**src/rca_consts.svh**
```systemverilog
/*
 * Constants for the radio coexistence arbiter: register offsets, field
 * positions, reset values and traffic selection codes.
 * Assumes it is included by bare name; holds definitions only.
 */
`ifndef RCA_CONSTS_SVH
`define RCA_CONSTS_SVH

// apb address width and register byte offsets
`define RCA_ADDR_W 12
`define RCA_OFF_CTRL 12'h000
`define RCA_OFF_PADSEL 12'h004
`define RCA_OFF_STATUS 12'h008

// control register fields
`define RCA_CTRL_EN 0
`define RCA_CTRL_POL 1
`define RCA_CTRL_FORCE 2
`define RCA_CTRL_FVAL 3
`define RCA_CTRL_PRI 4
`define RCA_CTRL_TRF_LO 5
`define RCA_CTRL_TRF_HI 6
`define RCA_CTRL_MASK 32'h0000_007F
`define RCA_CTRL_RST 32'h0000_0060

// traffic selection codes
`define RCA_TRF_TX 0
`define RCA_TRF_RX 1

// pad select register fields
`define RCA_SEL_W 4
`define RCA_SEL_OUT_LO 0
`define RCA_SEL_OUT_HI 3
`define RCA_SEL_IN1_LO 8
`define RCA_SEL_IN1_HI 11
`define RCA_SEL_IN2_LO 16
`define RCA_SEL_IN2_HI 19
`define RCA_PADSEL_MASK 32'h000F_0F0F
`define RCA_PADSEL_RST 32'h0002_0100

// status register fields
`define RCA_ST_ACT 0
`define RCA_ST_PRI 1
`define RCA_ST_OUT 2
`define RCA_ST_GRANT 3
`define RCA_ST_ABORT 4
`define RCA_ST_ST_LO 5
`define RCA_ST_ST_HI 6

`endif

```
**src/rca_pkg.sv**
```systemverilog
/*
 * Types shared by the radio coexistence arbiter.
 * Assumes nothing of its surroundings.
 */
package rca_pkg;

   // who holds the shared medium
   typedef enum logic [1:0] {
      RCA_OWN,
      RCA_DRAIN,
      RCA_YIELD
   } rca_arb_t;

endpackage : rca_pkg

```
**src/rca_arbiter.sv**
```systemverilog
/*
 * Radio coexistence arbiter: apb register slave, pad routing of the three
 * coexistence signals, medium arbitration between the local radio and a
 * companion radio.
 * Assumes one 100 MHz clock, a synchronous active-low reset, pads that are
 * asynchronous to clk, and local radio status inputs on clk.
 */
// Our own choices: the register addresses and the APB interface to the registers.
// Contract
// - three coexistence signals are routed to software-selected pads
// - activity output asserted while local radio is active per traffic select
// - companion activity asserted makes us stop occupying the medium
// - priority input is optional; when unused it is ignored
// - priority plus companion activity aborts a transmission in progress
// - one enable switches the whole coexistence function on or off
// - polarity setting selects active-high or active-low signals
// - manual force mode lets software set the activity output directly
// - a setting chooses whether priority takes part in arbitration
// - traffic select picks transmit, receive or both for activity output
`include "rca_consts.svh"
module rca_arbiter #(
   parameter int NUM_PADS = 16
) (
   input wire logic clk,
   input wire logic rst_n,
   input wire logic [`RCA_ADDR_W-1:0] paddr,
   input wire logic psel,
   input wire logic penable,
   input wire logic pwrite,
   input wire logic [31:0] pwdata,
   output logic [31:0] prdata,
   output logic pready,
   output logic pslverr,
   input wire logic [NUM_PADS-1:0] pad_in,
   output logic [NUM_PADS-1:0] pad_out,
   output logic [NUM_PADS-1:0] pad_oe,
   input wire logic wlan_tx_active,
   input wire logic wlan_rx_active,
   input wire logic wlan_tx_busy,
   output logic wlan_rf_grant,
   output logic wlan_tx_abort,
   output logic wlan_activity_out
);

   // registers
   logic [31:0] ctrl_ff, nxt_ctrl;
   logic [31:0] padsel_ff, nxt_padsel;
   logic [31:0] prdata_ff, nxt_prdata;
   logic pready_ff, nxt_pready;
   logic pslverr_ff, nxt_pslverr;
   rca_pkg::rca_arb_t state_ff, nxt_state;
   logic grant_ff, nxt_grant;
   logic abort_ff, nxt_abort;
   logic act_out_ff, nxt_act_out;
   logic [NUM_PADS-1:0] pad_out_ff, nxt_pad_out;
   logic [NUM_PADS-1:0] pad_oe_ff, nxt_pad_oe;

   // decoded configuration and conditioned inputs
   logic [NUM_PADS-1:0] pad_sync;
   logic cfg_en, cfg_pol, cfg_force, cfg_fval, cfg_pri;
   logic [1:0] cfg_trf;
   logic [`RCA_SEL_W-1:0] sel_out, sel_in1, sel_in2;
   logic comp_act, comp_pri, local_act;
   logic apb_access, apb_commit;
   logic addr_ok;

   // picks one pad by index; an index beyond the pads reads low
   function automatic logic pad_pick(
      input logic [NUM_PADS-1:0] v,
      input logic [`RCA_SEL_W-1:0] idx
   );
      logic r;
      r = 1'b0;
      for (int i = 0; i < NUM_PADS; i++) begin
         if (idx == i[`RCA_SEL_W-1:0]) begin
            r = v[i];
         end
      end
      return r;
   endfunction : pad_pick

   // turns a pad level into an active level and back
   function automatic logic pol_map(input logic lvl, input logic low_act);
      return lvl ^ low_act;
   endfunction : pol_map

   // pads are asynchronous to clk, so every pad is filtered first
   rca_sync #(
      .W(NUM_PADS)
   ) u_sync (
      .clk(clk),
      .rst_n(rst_n),
      .d(pad_in),
      .q(pad_sync)
   );

   // configuration fields
   assign cfg_en = ctrl_ff[`RCA_CTRL_EN];
   assign cfg_pol = ctrl_ff[`RCA_CTRL_POL];
   assign cfg_force = ctrl_ff[`RCA_CTRL_FORCE];
   assign cfg_fval = ctrl_ff[`RCA_CTRL_FVAL];
   assign cfg_pri = ctrl_ff[`RCA_CTRL_PRI];
   assign cfg_trf = ctrl_ff[`RCA_CTRL_TRF_HI:`RCA_CTRL_TRF_LO];
   assign sel_out = padsel_ff[`RCA_SEL_OUT_HI:`RCA_SEL_OUT_LO];
   assign sel_in1 = padsel_ff[`RCA_SEL_IN1_HI:`RCA_SEL_IN1_LO];
   assign sel_in2 = padsel_ff[`RCA_SEL_IN2_HI:`RCA_SEL_IN2_LO];

   // companion signals from their selected pads, in active terms
   always_comb begin
      comp_act = pol_map(pad_pick(pad_sync, sel_in1), cfg_pol);
      // an unused priority pad is masked out entirely
      comp_pri = cfg_pri
         & pol_map(pad_pick(pad_sync, sel_in2), cfg_pol);
   end

   // local activity by traffic class, or software value in force mode
   always_comb begin
      local_act = (cfg_trf[`RCA_TRF_TX] & wlan_tx_active)
         | (cfg_trf[`RCA_TRF_RX] & wlan_rx_active);
      if (cfg_force) begin
         local_act = cfg_fval;
      end
   end

   // arbitration of the medium
   always_comb begin
      nxt_state = state_ff;
      nxt_abort = 1'b0;
      if (!cfg_en) begin
         // companion inputs do not count while switched off
         nxt_state = rca_pkg::RCA_OWN;
      end else begin
         unique case (state_ff)
            rca_pkg::RCA_OWN: begin
               if (comp_act) begin
                  if (wlan_tx_busy && comp_pri) begin
                     nxt_state = rca_pkg::RCA_YIELD;
                     nxt_abort = 1'b1;
                  end else if (wlan_tx_busy) begin
                     // without priority a frame on air may finish
                     nxt_state = rca_pkg::RCA_DRAIN;
                  end else begin
                     nxt_state = rca_pkg::RCA_YIELD;
                  end
               end
            end
            rca_pkg::RCA_DRAIN: begin
               if (!comp_act) begin
                  nxt_state = rca_pkg::RCA_OWN;
               end else if (comp_pri && wlan_tx_busy) begin
                  // priority arriving mid-frame still pre-empts it;
                  // a frame that has just ended needs no abort
                  nxt_state = rca_pkg::RCA_YIELD;
                  nxt_abort = 1'b1;
               end else if (!wlan_tx_busy) begin
                  nxt_state = rca_pkg::RCA_YIELD;
               end
            end
            rca_pkg::RCA_YIELD: begin
               if (!comp_act) begin
                  nxt_state = rca_pkg::RCA_OWN;
               end
            end
         endcase
      end
      // no new access is started once the companion has been seen
      nxt_grant = (nxt_state == rca_pkg::RCA_OWN);
   end

   // activity output level and its pad
   always_comb begin
      // disabled means inactive level, which is high for active-low
      nxt_act_out = cfg_en & local_act;
      nxt_pad_out = '0;
      nxt_pad_oe = '0;
      for (int i = 0; i < NUM_PADS; i++) begin
         if (sel_out == i[`RCA_SEL_W-1:0]) begin
            nxt_pad_out[i] = pol_map(nxt_act_out, cfg_pol);
            nxt_pad_oe[i] = 1'b1;
         end
      end
   end

   // arbitration and pad registers
   always_ff @(posedge clk) begin
      if (!rst_n) begin
         state_ff <= rca_pkg::RCA_OWN;
         grant_ff <= 1'b1;
         abort_ff <= 1'b0;
         act_out_ff <= 1'b0;
         pad_out_ff <= '0;
         pad_oe_ff <= '0;
      end else begin
         state_ff <= nxt_state;
         grant_ff <= nxt_grant;
         abort_ff <= nxt_abort;
         act_out_ff <= nxt_act_out;
         pad_out_ff <= nxt_pad_out;
         pad_oe_ff <= nxt_pad_oe;
      end
   end

   // apb: one wait state, write lands on the edge that sees pready
   assign apb_access = psel & penable & ~pready_ff;
   assign apb_commit = psel & penable & pready_ff & pwrite;

   // address decode; status is read only
   always_comb begin
      unique case (paddr)
         `RCA_OFF_CTRL: addr_ok = 1'b1;
         `RCA_OFF_PADSEL: addr_ok = 1'b1;
         `RCA_OFF_STATUS: addr_ok = ~pwrite;
         default: addr_ok = 1'b0;
      endcase
   end

   // bus answer and register writes
   always_comb begin
      nxt_pready = apb_access;
      nxt_pslverr = apb_access & ~addr_ok;
      nxt_prdata = '0;
      nxt_ctrl = ctrl_ff;
      nxt_padsel = padsel_ff;
      if (apb_access && !pwrite) begin
         unique case (paddr)
            `RCA_OFF_CTRL: nxt_prdata = ctrl_ff;
            `RCA_OFF_PADSEL: nxt_prdata = padsel_ff;
            `RCA_OFF_STATUS: begin
               nxt_prdata[`RCA_ST_ACT] = comp_act;
               nxt_prdata[`RCA_ST_PRI] = comp_pri;
               nxt_prdata[`RCA_ST_OUT] = act_out_ff;
               nxt_prdata[`RCA_ST_GRANT] = grant_ff;
               nxt_prdata[`RCA_ST_ABORT] = abort_ff;
               nxt_prdata[`RCA_ST_ST_HI:`RCA_ST_ST_LO] = state_ff;
            end
            default: nxt_prdata = '0;
         endcase
      end
      // an erroring write changes nothing
      if (apb_commit && !pslverr_ff) begin
         if (paddr == `RCA_OFF_CTRL) begin
            nxt_ctrl = pwdata & `RCA_CTRL_MASK;
         end
         if (paddr == `RCA_OFF_PADSEL) begin
            nxt_padsel = pwdata & `RCA_PADSEL_MASK;
         end
      end
   end

   // bus and configuration registers
   always_ff @(posedge clk) begin
      if (!rst_n) begin
         ctrl_ff <= `RCA_CTRL_RST;
         padsel_ff <= `RCA_PADSEL_RST;
         prdata_ff <= '0;
         pready_ff <= 1'b0;
         pslverr_ff <= 1'b0;
      end else begin
         ctrl_ff <= nxt_ctrl;
         padsel_ff <= nxt_padsel;
         prdata_ff <= nxt_prdata;
         pready_ff <= nxt_pready;
         pslverr_ff <= nxt_pslverr;
      end
   end

   // all outputs straight from flops
   assign prdata = prdata_ff;
   assign pready = pready_ff;
   assign pslverr = pslverr_ff;
   assign pad_out = pad_out_ff;
   assign pad_oe = pad_oe_ff;
   assign wlan_rf_grant = grant_ff;
   assign wlan_tx_abort = abort_ff;
   assign wlan_activity_out = act_out_ff;

endmodule : rca_arbiter

```
**src/rca_sync.sv**
```systemverilog
/*
 * Three-flop synchroniser with an agreement filter for a bus of pad inputs.
 * Assumes inputs are asynchronous to clk; output is on clk.
 */
module rca_sync #(
   parameter int W = 16
) (
   input wire logic clk,
   input wire logic rst_n,
   input wire logic [W-1:0] d,
   output logic [W-1:0] q
);

   logic [W-1:0] s1_ff, s2_ff, s3_ff, q_ff;
   logic [W-1:0] nxt_q;

   // a bit only moves once the second and third flops agree
   always_comb begin
      nxt_q = q_ff;
      for (int i = 0; i < W; i++) begin
         if (s2_ff[i] == s3_ff[i]) begin
            nxt_q[i] = s3_ff[i];
         end
      end
   end

   // first stage feeds only the second one
   always_ff @(posedge clk) begin
      if (!rst_n) begin
         s1_ff <= '0;
         s2_ff <= '0;
         s3_ff <= '0;
         q_ff <= '0;
      end else begin
         s1_ff <= d;
         s2_ff <= s1_ff;
         s3_ff <= s2_ff;
         q_ff <= nxt_q;
      end
   end

   assign q = q_ff;

endmodule : rca_sync

```
**config.mk**
```make
export PLATFORM = sky130hd
export DESIGN_NAME = rca_arbiter
export DESIGN_NICKNAME = d
export VERILOG_FILES = /design/src/rca_pkg.sv /design/src/rca_arbiter.sv /design/src/rca_sync.sv
export VERILOG_INCLUDE_DIRS = /design/src
export SDC_FILE = /design/constraint.sdc
export NUM_CORES = 1
export LEC_CHECK = 0
export ABC_CLOCK_PERIOD_IN_PS = 5950
export BUFFER_PORTS_ARGS = -buffer_cell sky130_fd_sc_hd__buf_2
export CAP_MARGIN = 0
export CELL_PAD_IN_SITES_DETAIL_PLACEMENT = 0
export CELL_PAD_IN_SITES_GLOBAL_PLACEMENT = 1
export CORE_MARGIN = 5
export CORE_UTILIZATION = 42
export CTS_CLUSTER_SIZE = 25
export DETAILED_ROUTE_END_ITERATION = 10
export PLACE_DENSITY_LB_ADDON = 0.1
export SLEW_MARGIN = 40
export SYNTH_ARGS = -nofsm -noshare
export SYNTH_HDL_FRONTEND = slang
export SYNTH_SLANG_ARGS = --single-unit
```
**constraint.sdc**
```tcl
create_clock -name clk -period 5.95 [get_ports clk]
set_clock_uncertainty 0.05 [all_clocks]
set_input_delay 0.2975 -clock clk [delete_from_list [all_inputs] [get_ports clk]]
set_output_delay 0.2975 -clock clk [all_outputs]
set_load 0.05 [all_outputs]
```
* Word-level counts from Yosys, hierarchy flattened
Cells that the tools add are included.
Word-level totals: register bits after elaboration 154, output and inout bits 69
Operators by class: reduce and logical (&&, ||, !) cells 34, eq/ne operators 65, bitwise gates (word level) 16, muxes and demuxes 61
Operators with widths (number):
- $eq 4x4->1 const B | 24
- $mux 1 | 50
- $eq 4x3->1 const B | 12
- $reduce_and 2->1 | 19
- $eq 4x2->1 const B | 6
- $pmux 7 s3 | 1
- $eq 1x1->1 | 16
- $mux 2 | 8
- $eq 12x3->1 const B | 1
- $eq 12x4->1 const B | 1
- $eq 4x1->1 const B | 3
- $logic_not 12->1 | 1
- $logic_not 4->1 | 3
- $and 1x1->1 | 9
- $pmux 2 s3 | 1
- $logic_not 2->1 | 2
- $reduce_and 4->1 | 1
- $reduce_or 2->1 | 2
- $logic_and 1x1->1 | 3
- $not 1->1 | 3
- $reduce_and 3->1 | 1
- $xor 1x1->1 | 3
- $eq 2x1->1 const B | 1
- $eq 2x2->1 const B | 1
- 3 further kinds | 4

* Longest topological paths before layout
word-level depth 25, mapped depth 9, depth with buffers taken out 7

* Cells and area by module
From an unflattened synthesis, not the netlist that was laid out.
Unflattened totals: cells, all modules 468, area, all modules 4889.7 µm²
Modules (own cells, without submodules):
- rca_arbiter | cells each 301, area each 2994.1 µm², instances 1
- rca_sync | cells each 167, area each 1895.6 µm², instances 1

* Least setup slack after synthesis
OpenSTA, ideal clock, no wires.
path type register to register, start point register padsel_ff[17], end point register grant_ff (netlist: wlan_rf_grant), data required time 5769 ps, path slack 3688 ps, stages on the path, launching flop included 8, buffers on the path 0, library setup time 131 ps, arrival 2081 ps, period minus slack after synthesis 2262 ps, path through dfxtp_1 mux2_4 mux4_2 o31ai_2 o21ai_1 mux2_4 a2111oi_4 a311oi_1
On the way: cells in the longest elaborated chain, start to end 25, elaborated cells on any way between the ends 42, those cells by class eq/ne (15); mux (22); bitwise (2); reduce/logical (3)
RTL lines:
- start: declaration | RTL line rca_arbiter.sv:47 | logic [31:0] padsel_ff, nxt_padsel;
- start signal: assignment | RTL line rca_arbiter.sv:254 | padsel_ff <= `RCA_PADSEL_RST;
- start signal: assignment | RTL line rca_arbiter.sv:260 | padsel_ff <= nxt_padsel;
- $logic_not 4->1 | RTL line rca_arbiter.sv:75 | if (idx == i[`RCA_SEL_W-1:0]) begin
- $mux 1 (15 in series) | RTL line rca_arbiter.sv:75
- $mux 1 * | RTL line rca_arbiter.sv:75
- $xor 1x1->1 * | RTL line rca_arbiter.sv:84 | return lvl ^ low_act;
- $and 1x1->1 * | RTL line rca_arbiter.sv:113 | & pol_map(pad_pick(pad_sync, sel_in2), cfg_pol);
- $logic_and 1x1->1 * | RTL line rca_arbiter.sv:136, rca_arbiter.sv:150
- $mux 2 (on tied branches) | RTL line rca_arbiter.sv:150, rca_arbiter.sv:136
- $mux 2 (on tied branches) | RTL line rca_arbiter.sv:148, rca_arbiter.sv:135
- $pmux 2 s3 * | RTL line rca_arbiter.sv:133 | unique case (state_ff)
- $mux 2 * | RTL line rca_arbiter.sv:129 | if (!cfg_en) begin
- $logic_not 2->1 * | RTL line rca_arbiter.sv:167 | nxt_grant = (nxt_state == rca_pkg::RCA_OWN);
- end signal: assignment | RTL line rca_arbiter.sv:195 | grant_ff <= nxt_grant;
- end: declaration | RTL line rca_arbiter.sv:52 | logic grant_ff, nxt_grant;
Mark *: on every way between the ends. The rest lies on a longest branch, timed or not. A chain may end at the register's enable or synchronous reset.

* Worst setup path in the final report
Ends and elaborated chain as after synthesis.

==> results.rst <==
.. list-table::
   :header-rows: 1

   * - Metric
     - Value
   * - Outcome
     - completed
   * - GPL Wtd Cong
     - 0.7472
   * - Starting density of the core
     - 43.23%
   * - Simple logic cell fraction of the synthesized area
     - 21.54%
   * - Fraction of final layout cells with drive strength greater than 1
     - 26.38%
   * - Max cap viols
     - 0
   * - CTS root buffer
     - clkbuf_16
   * - Class of the tightest hold or removal check
     - input port to flip-flop
   * - Required time at the endpoint of the critical path
     - 6190 ps
   * - Synth Area in Compound Gates
     - 10.13%
   * - DRC violation count after routing
     - 0
   * - Wire length per cell
     - 13.15 um
   * - Count of cell types in the netlist
     - 54
   * - Mapped Cells
     - 491
   * - Area occupied by multi-input gates
     - 0.002043 mm2
   * - Largest vdd supply drop
     - 267.9 uV
   * - Area of the placeable core
     - 0.01152 mm2
   * - CTS tree
     - yes
   * - Die height
     - 118.9 um
   * - Longest Clk Path Bufs
     - 2
   * - Antenna-violating nets left
     - 0
   * - Leading register cell type out of synthesis
     - dfxtp_1
   * - Setup slack after layout
     - 3206 ps
   * - Maximum fanout along the worst path
     - 11
   * - Count of clock tree sinks
     - 137
   * - Critical Path Sink Type
     - flip-flop
   * - Largest family of logic cells by synthesized area
     - simple AND/OR/NAND/NOR gates
   * - Minimum period implied by the final worst setup slack
     - 2744 ps
   * - TritonRoute pass-1 iters
     - 4
   * - Most crowded layer after global routing
     - met2
   * - Antenna violations before repair
     - 0
   * - Final #Nets
     - 658
   * - Top cells by count, synth
     - 137 x dfxtp_1, 60 x and2_1, 57 x nand2_1, 43 x nor2_1, 27 x a21boi_0
   * - Most numerous cell in the Yosys netlist
     - dfxtp_1
   * - Leak Pwr
     - 2.541 nW
   * - Critical path class
     - flip-flop to flip-flop
   * - Number of cells on the worst reg-to-reg path
     - 7
   * - Max Slew Vio Count
     - 0
   * - Vias
     - 3397
   * - Via count normalized by instance count
     - 4.578
   * - Maximum level of the CTS H-tree
     - 4
   * - Remaining global-route overflow
     - 0
   * - Transition time of the tightest slew-check pin
     - 715.5 ps
   * - Hold bufs inserted after CTS
     - 0
   * - Synthesized area divided by synthesized cell count
     - 10.14 um2
   * - Buffers inserted by post-CTS timing repair
     - 0
   * - Later-pin clock latency in the skew report
     - 420 ps
   * - Hold Crit Depth
     - 2
   * - Share of synthesized area spent on multiplexers
     - 6.610%
   * - Number of I/O port buffers
     - 102
   * - Netlist area before placement
     - 0.004979 mm2
   * - Clock transition time at the flip-flop clock pins of the worst setup and hold paths
     - 60 ps
   * - Die area
     - 0.01413 mm2
   * - Pwr per Cell Area
     - 342.9 mW/mm2
   * - Total negative slack
     - 0 ps
   * - XOR/XNOR Fraction of Synth Area
     - 0.6786%
   * - Number of I/O pins
     - 137
   * - M1 GR Usage
     - 16.61%
   * - Setup violation total in the final timing report
     - 0
   * - Synthesis Warnings
     - 0
   * - Diode insertion count for antenna repair
     - 0
   * - Adder and majority gate portion of the synthesized area
     - 0.7540%
   * - HPWL reported at the end of detailed placement
     - 6953 um
   * - Setup repair after global routing missed its margin
     - no
   * - Number of resized instances in the post-cts repair step
     - 0
   * - Count of flip-flops with a built-in enable after synthesis
     - 0
   * - Sequential cell area
     - 0.002743 mm2
   * - Global-route wire length before repair
     - 15680 um
   * - Number of buffers created by CTS
     - 17
   * - Drt total wl
     - 9759 um
   * - Final-layout fill cell count
     - 1087
   * - Upper clock frequency limit
     - 364.4 MHz
   * - DRC violation total after the first TritonRoute iteration
     - 188
   * - Overall die width
     - 118.9 um
   * - Fraction of post-synthesis cell area in the top cell type by area
     - 55.09%
   * - FFs w/ async S/R, synth
     - 0%
   * - Final Cell Area
     - 0.006112 mm2
   * - Dpl ws
     - 3118 ps
   * - Area growth from synthesis to layout
     - 22.77%
   * - Post-synthesis sequential element count
     - 137
   * - Met3 Usage GRT
     - 5.118%
   * - Final Hold Violating Endpoints
     - 0
   * - Number of global-route vias before repair
     - 3193
   * - Maximum number of pins on one net before global-route repair
     - 91
   * - Area contributors post-synth
     - dfxtp_1 55%, and2_1 7.5%, nand2_1 4.3%
   * - Tot GR Track Use
     - 14.17%
   * - Part of the Yosys area used for sequential elements
     - 55.09%
   * - Global-route met2 utilization
     - 22.52%
   * - Max transition margin
     - 52.30%
   * - Data arrival, critical path
     - 2980 ps
   * - DP Area
     - 0.005492 mm2
   * - Cell type contributing the most total cell area after synthesis
     - dfxtp_1
   * - Number of core rows
     - 39
   * - Crit start category
     - flip-flop
   * - Portion of the clock cycle consumed by the worst path in the final layout
     - 46.12%
metal layers:
layer / routed length [um] / share of wire (%)
met1: 4424 / 45
met2: 4516 / 46
met3: 639 / 6.5
met4: 178 / 1.8
met5: 0 / 0
cell type report:
class	count	area share, %
Clock inverter	11	2.804
Inverter	3	0.1842
Clock buffer	20	7.308
Tap cell	143	2.927
Multi-Input combinational cell	325	33.43
Sequential cell	137	44.87
Timing Repair Buffer	103	8.475
final timing paths:
kind / from / end / slack (ps)
max: padsel_ff[17] / wlan_rf_grant / 3210
min: pad_in[6] / u_sync.s1_ff[6] / 30
max reg2reg: padsel_ff[17] / wlan_rf_grant / 3210
min reg2reg: u_sync.s1_ff[11] / u_sync.s2_ff[11] / 370
kinds of logic (layout without fill, tap and decap cells):
family          count (synthesis)  after routing
buf+inv                        45            137
other cells                     1             17
compound gates                 70             70
xor+xnor                        3              3
mux                            25             25
flops                         137            137
fa+ha+maj                       3              3
simple gates                  207            207
per-stage QoR:
step	utilization, %	hold slack (ps)	total power, mW	instances
after detailed placement	47.69	366.9	1.030	711
after floorplan	-	361.9	1.014	507
final	53.07	30.65	2.096	742
after CTS	53.05	10.71	2.127	742
after global placement	47.69	366.1	1.028	711
after global routing	53.07	9.367	2.173	742
state kept, by name, summed over array words and instances (netlist names), 2 cells and up:
signal        count
ctrl_ff           7
padsel_ff        12
u_sync.s1_ff     16
pad_oe           16
u_sync.s3_ff     16
u_sync.q         16
state_ff          2
u_sync.s2_ff     16
pad_out          16
prdata           15
power breakdown:
group	internal [mW]	leakage, nW	switching (mW)
clock	0.709	0.285	0.378
combinational	0.0252	1.14	0.0468
sequential	0.932	1.11	0.00487
critical path, stage by stage (launching register included):
cell	delay [ps]
dfxtp_1	600
mux2_4	340
mux4_2	460
o31ai_2	190
o21ai_1	140
mux2_4	360
a2111oi_4	380
a311oi_1	90
placed cells by master (no fill, tap or decap), types with 3 or more instances in the layout:
master,instances
a21boi_0,27
dfxtp_1,137
mux4_2,4
nand3_1,6
and2_1,60
nand2_1,57
inv_1,3
nand3b_1,3
mux2i_1,16
conb_1,17
ha_1,3
a21oi_1,5
o21ai_0,20
nor2_1,43
or2_2,7
clkbuf_16,17
buf_2,102
nand2b_1,6
bufinv_16,4
clkinvlp_4,5
nor2b_1,11
No activity file was read; power rests on OpenSTA's default activity.
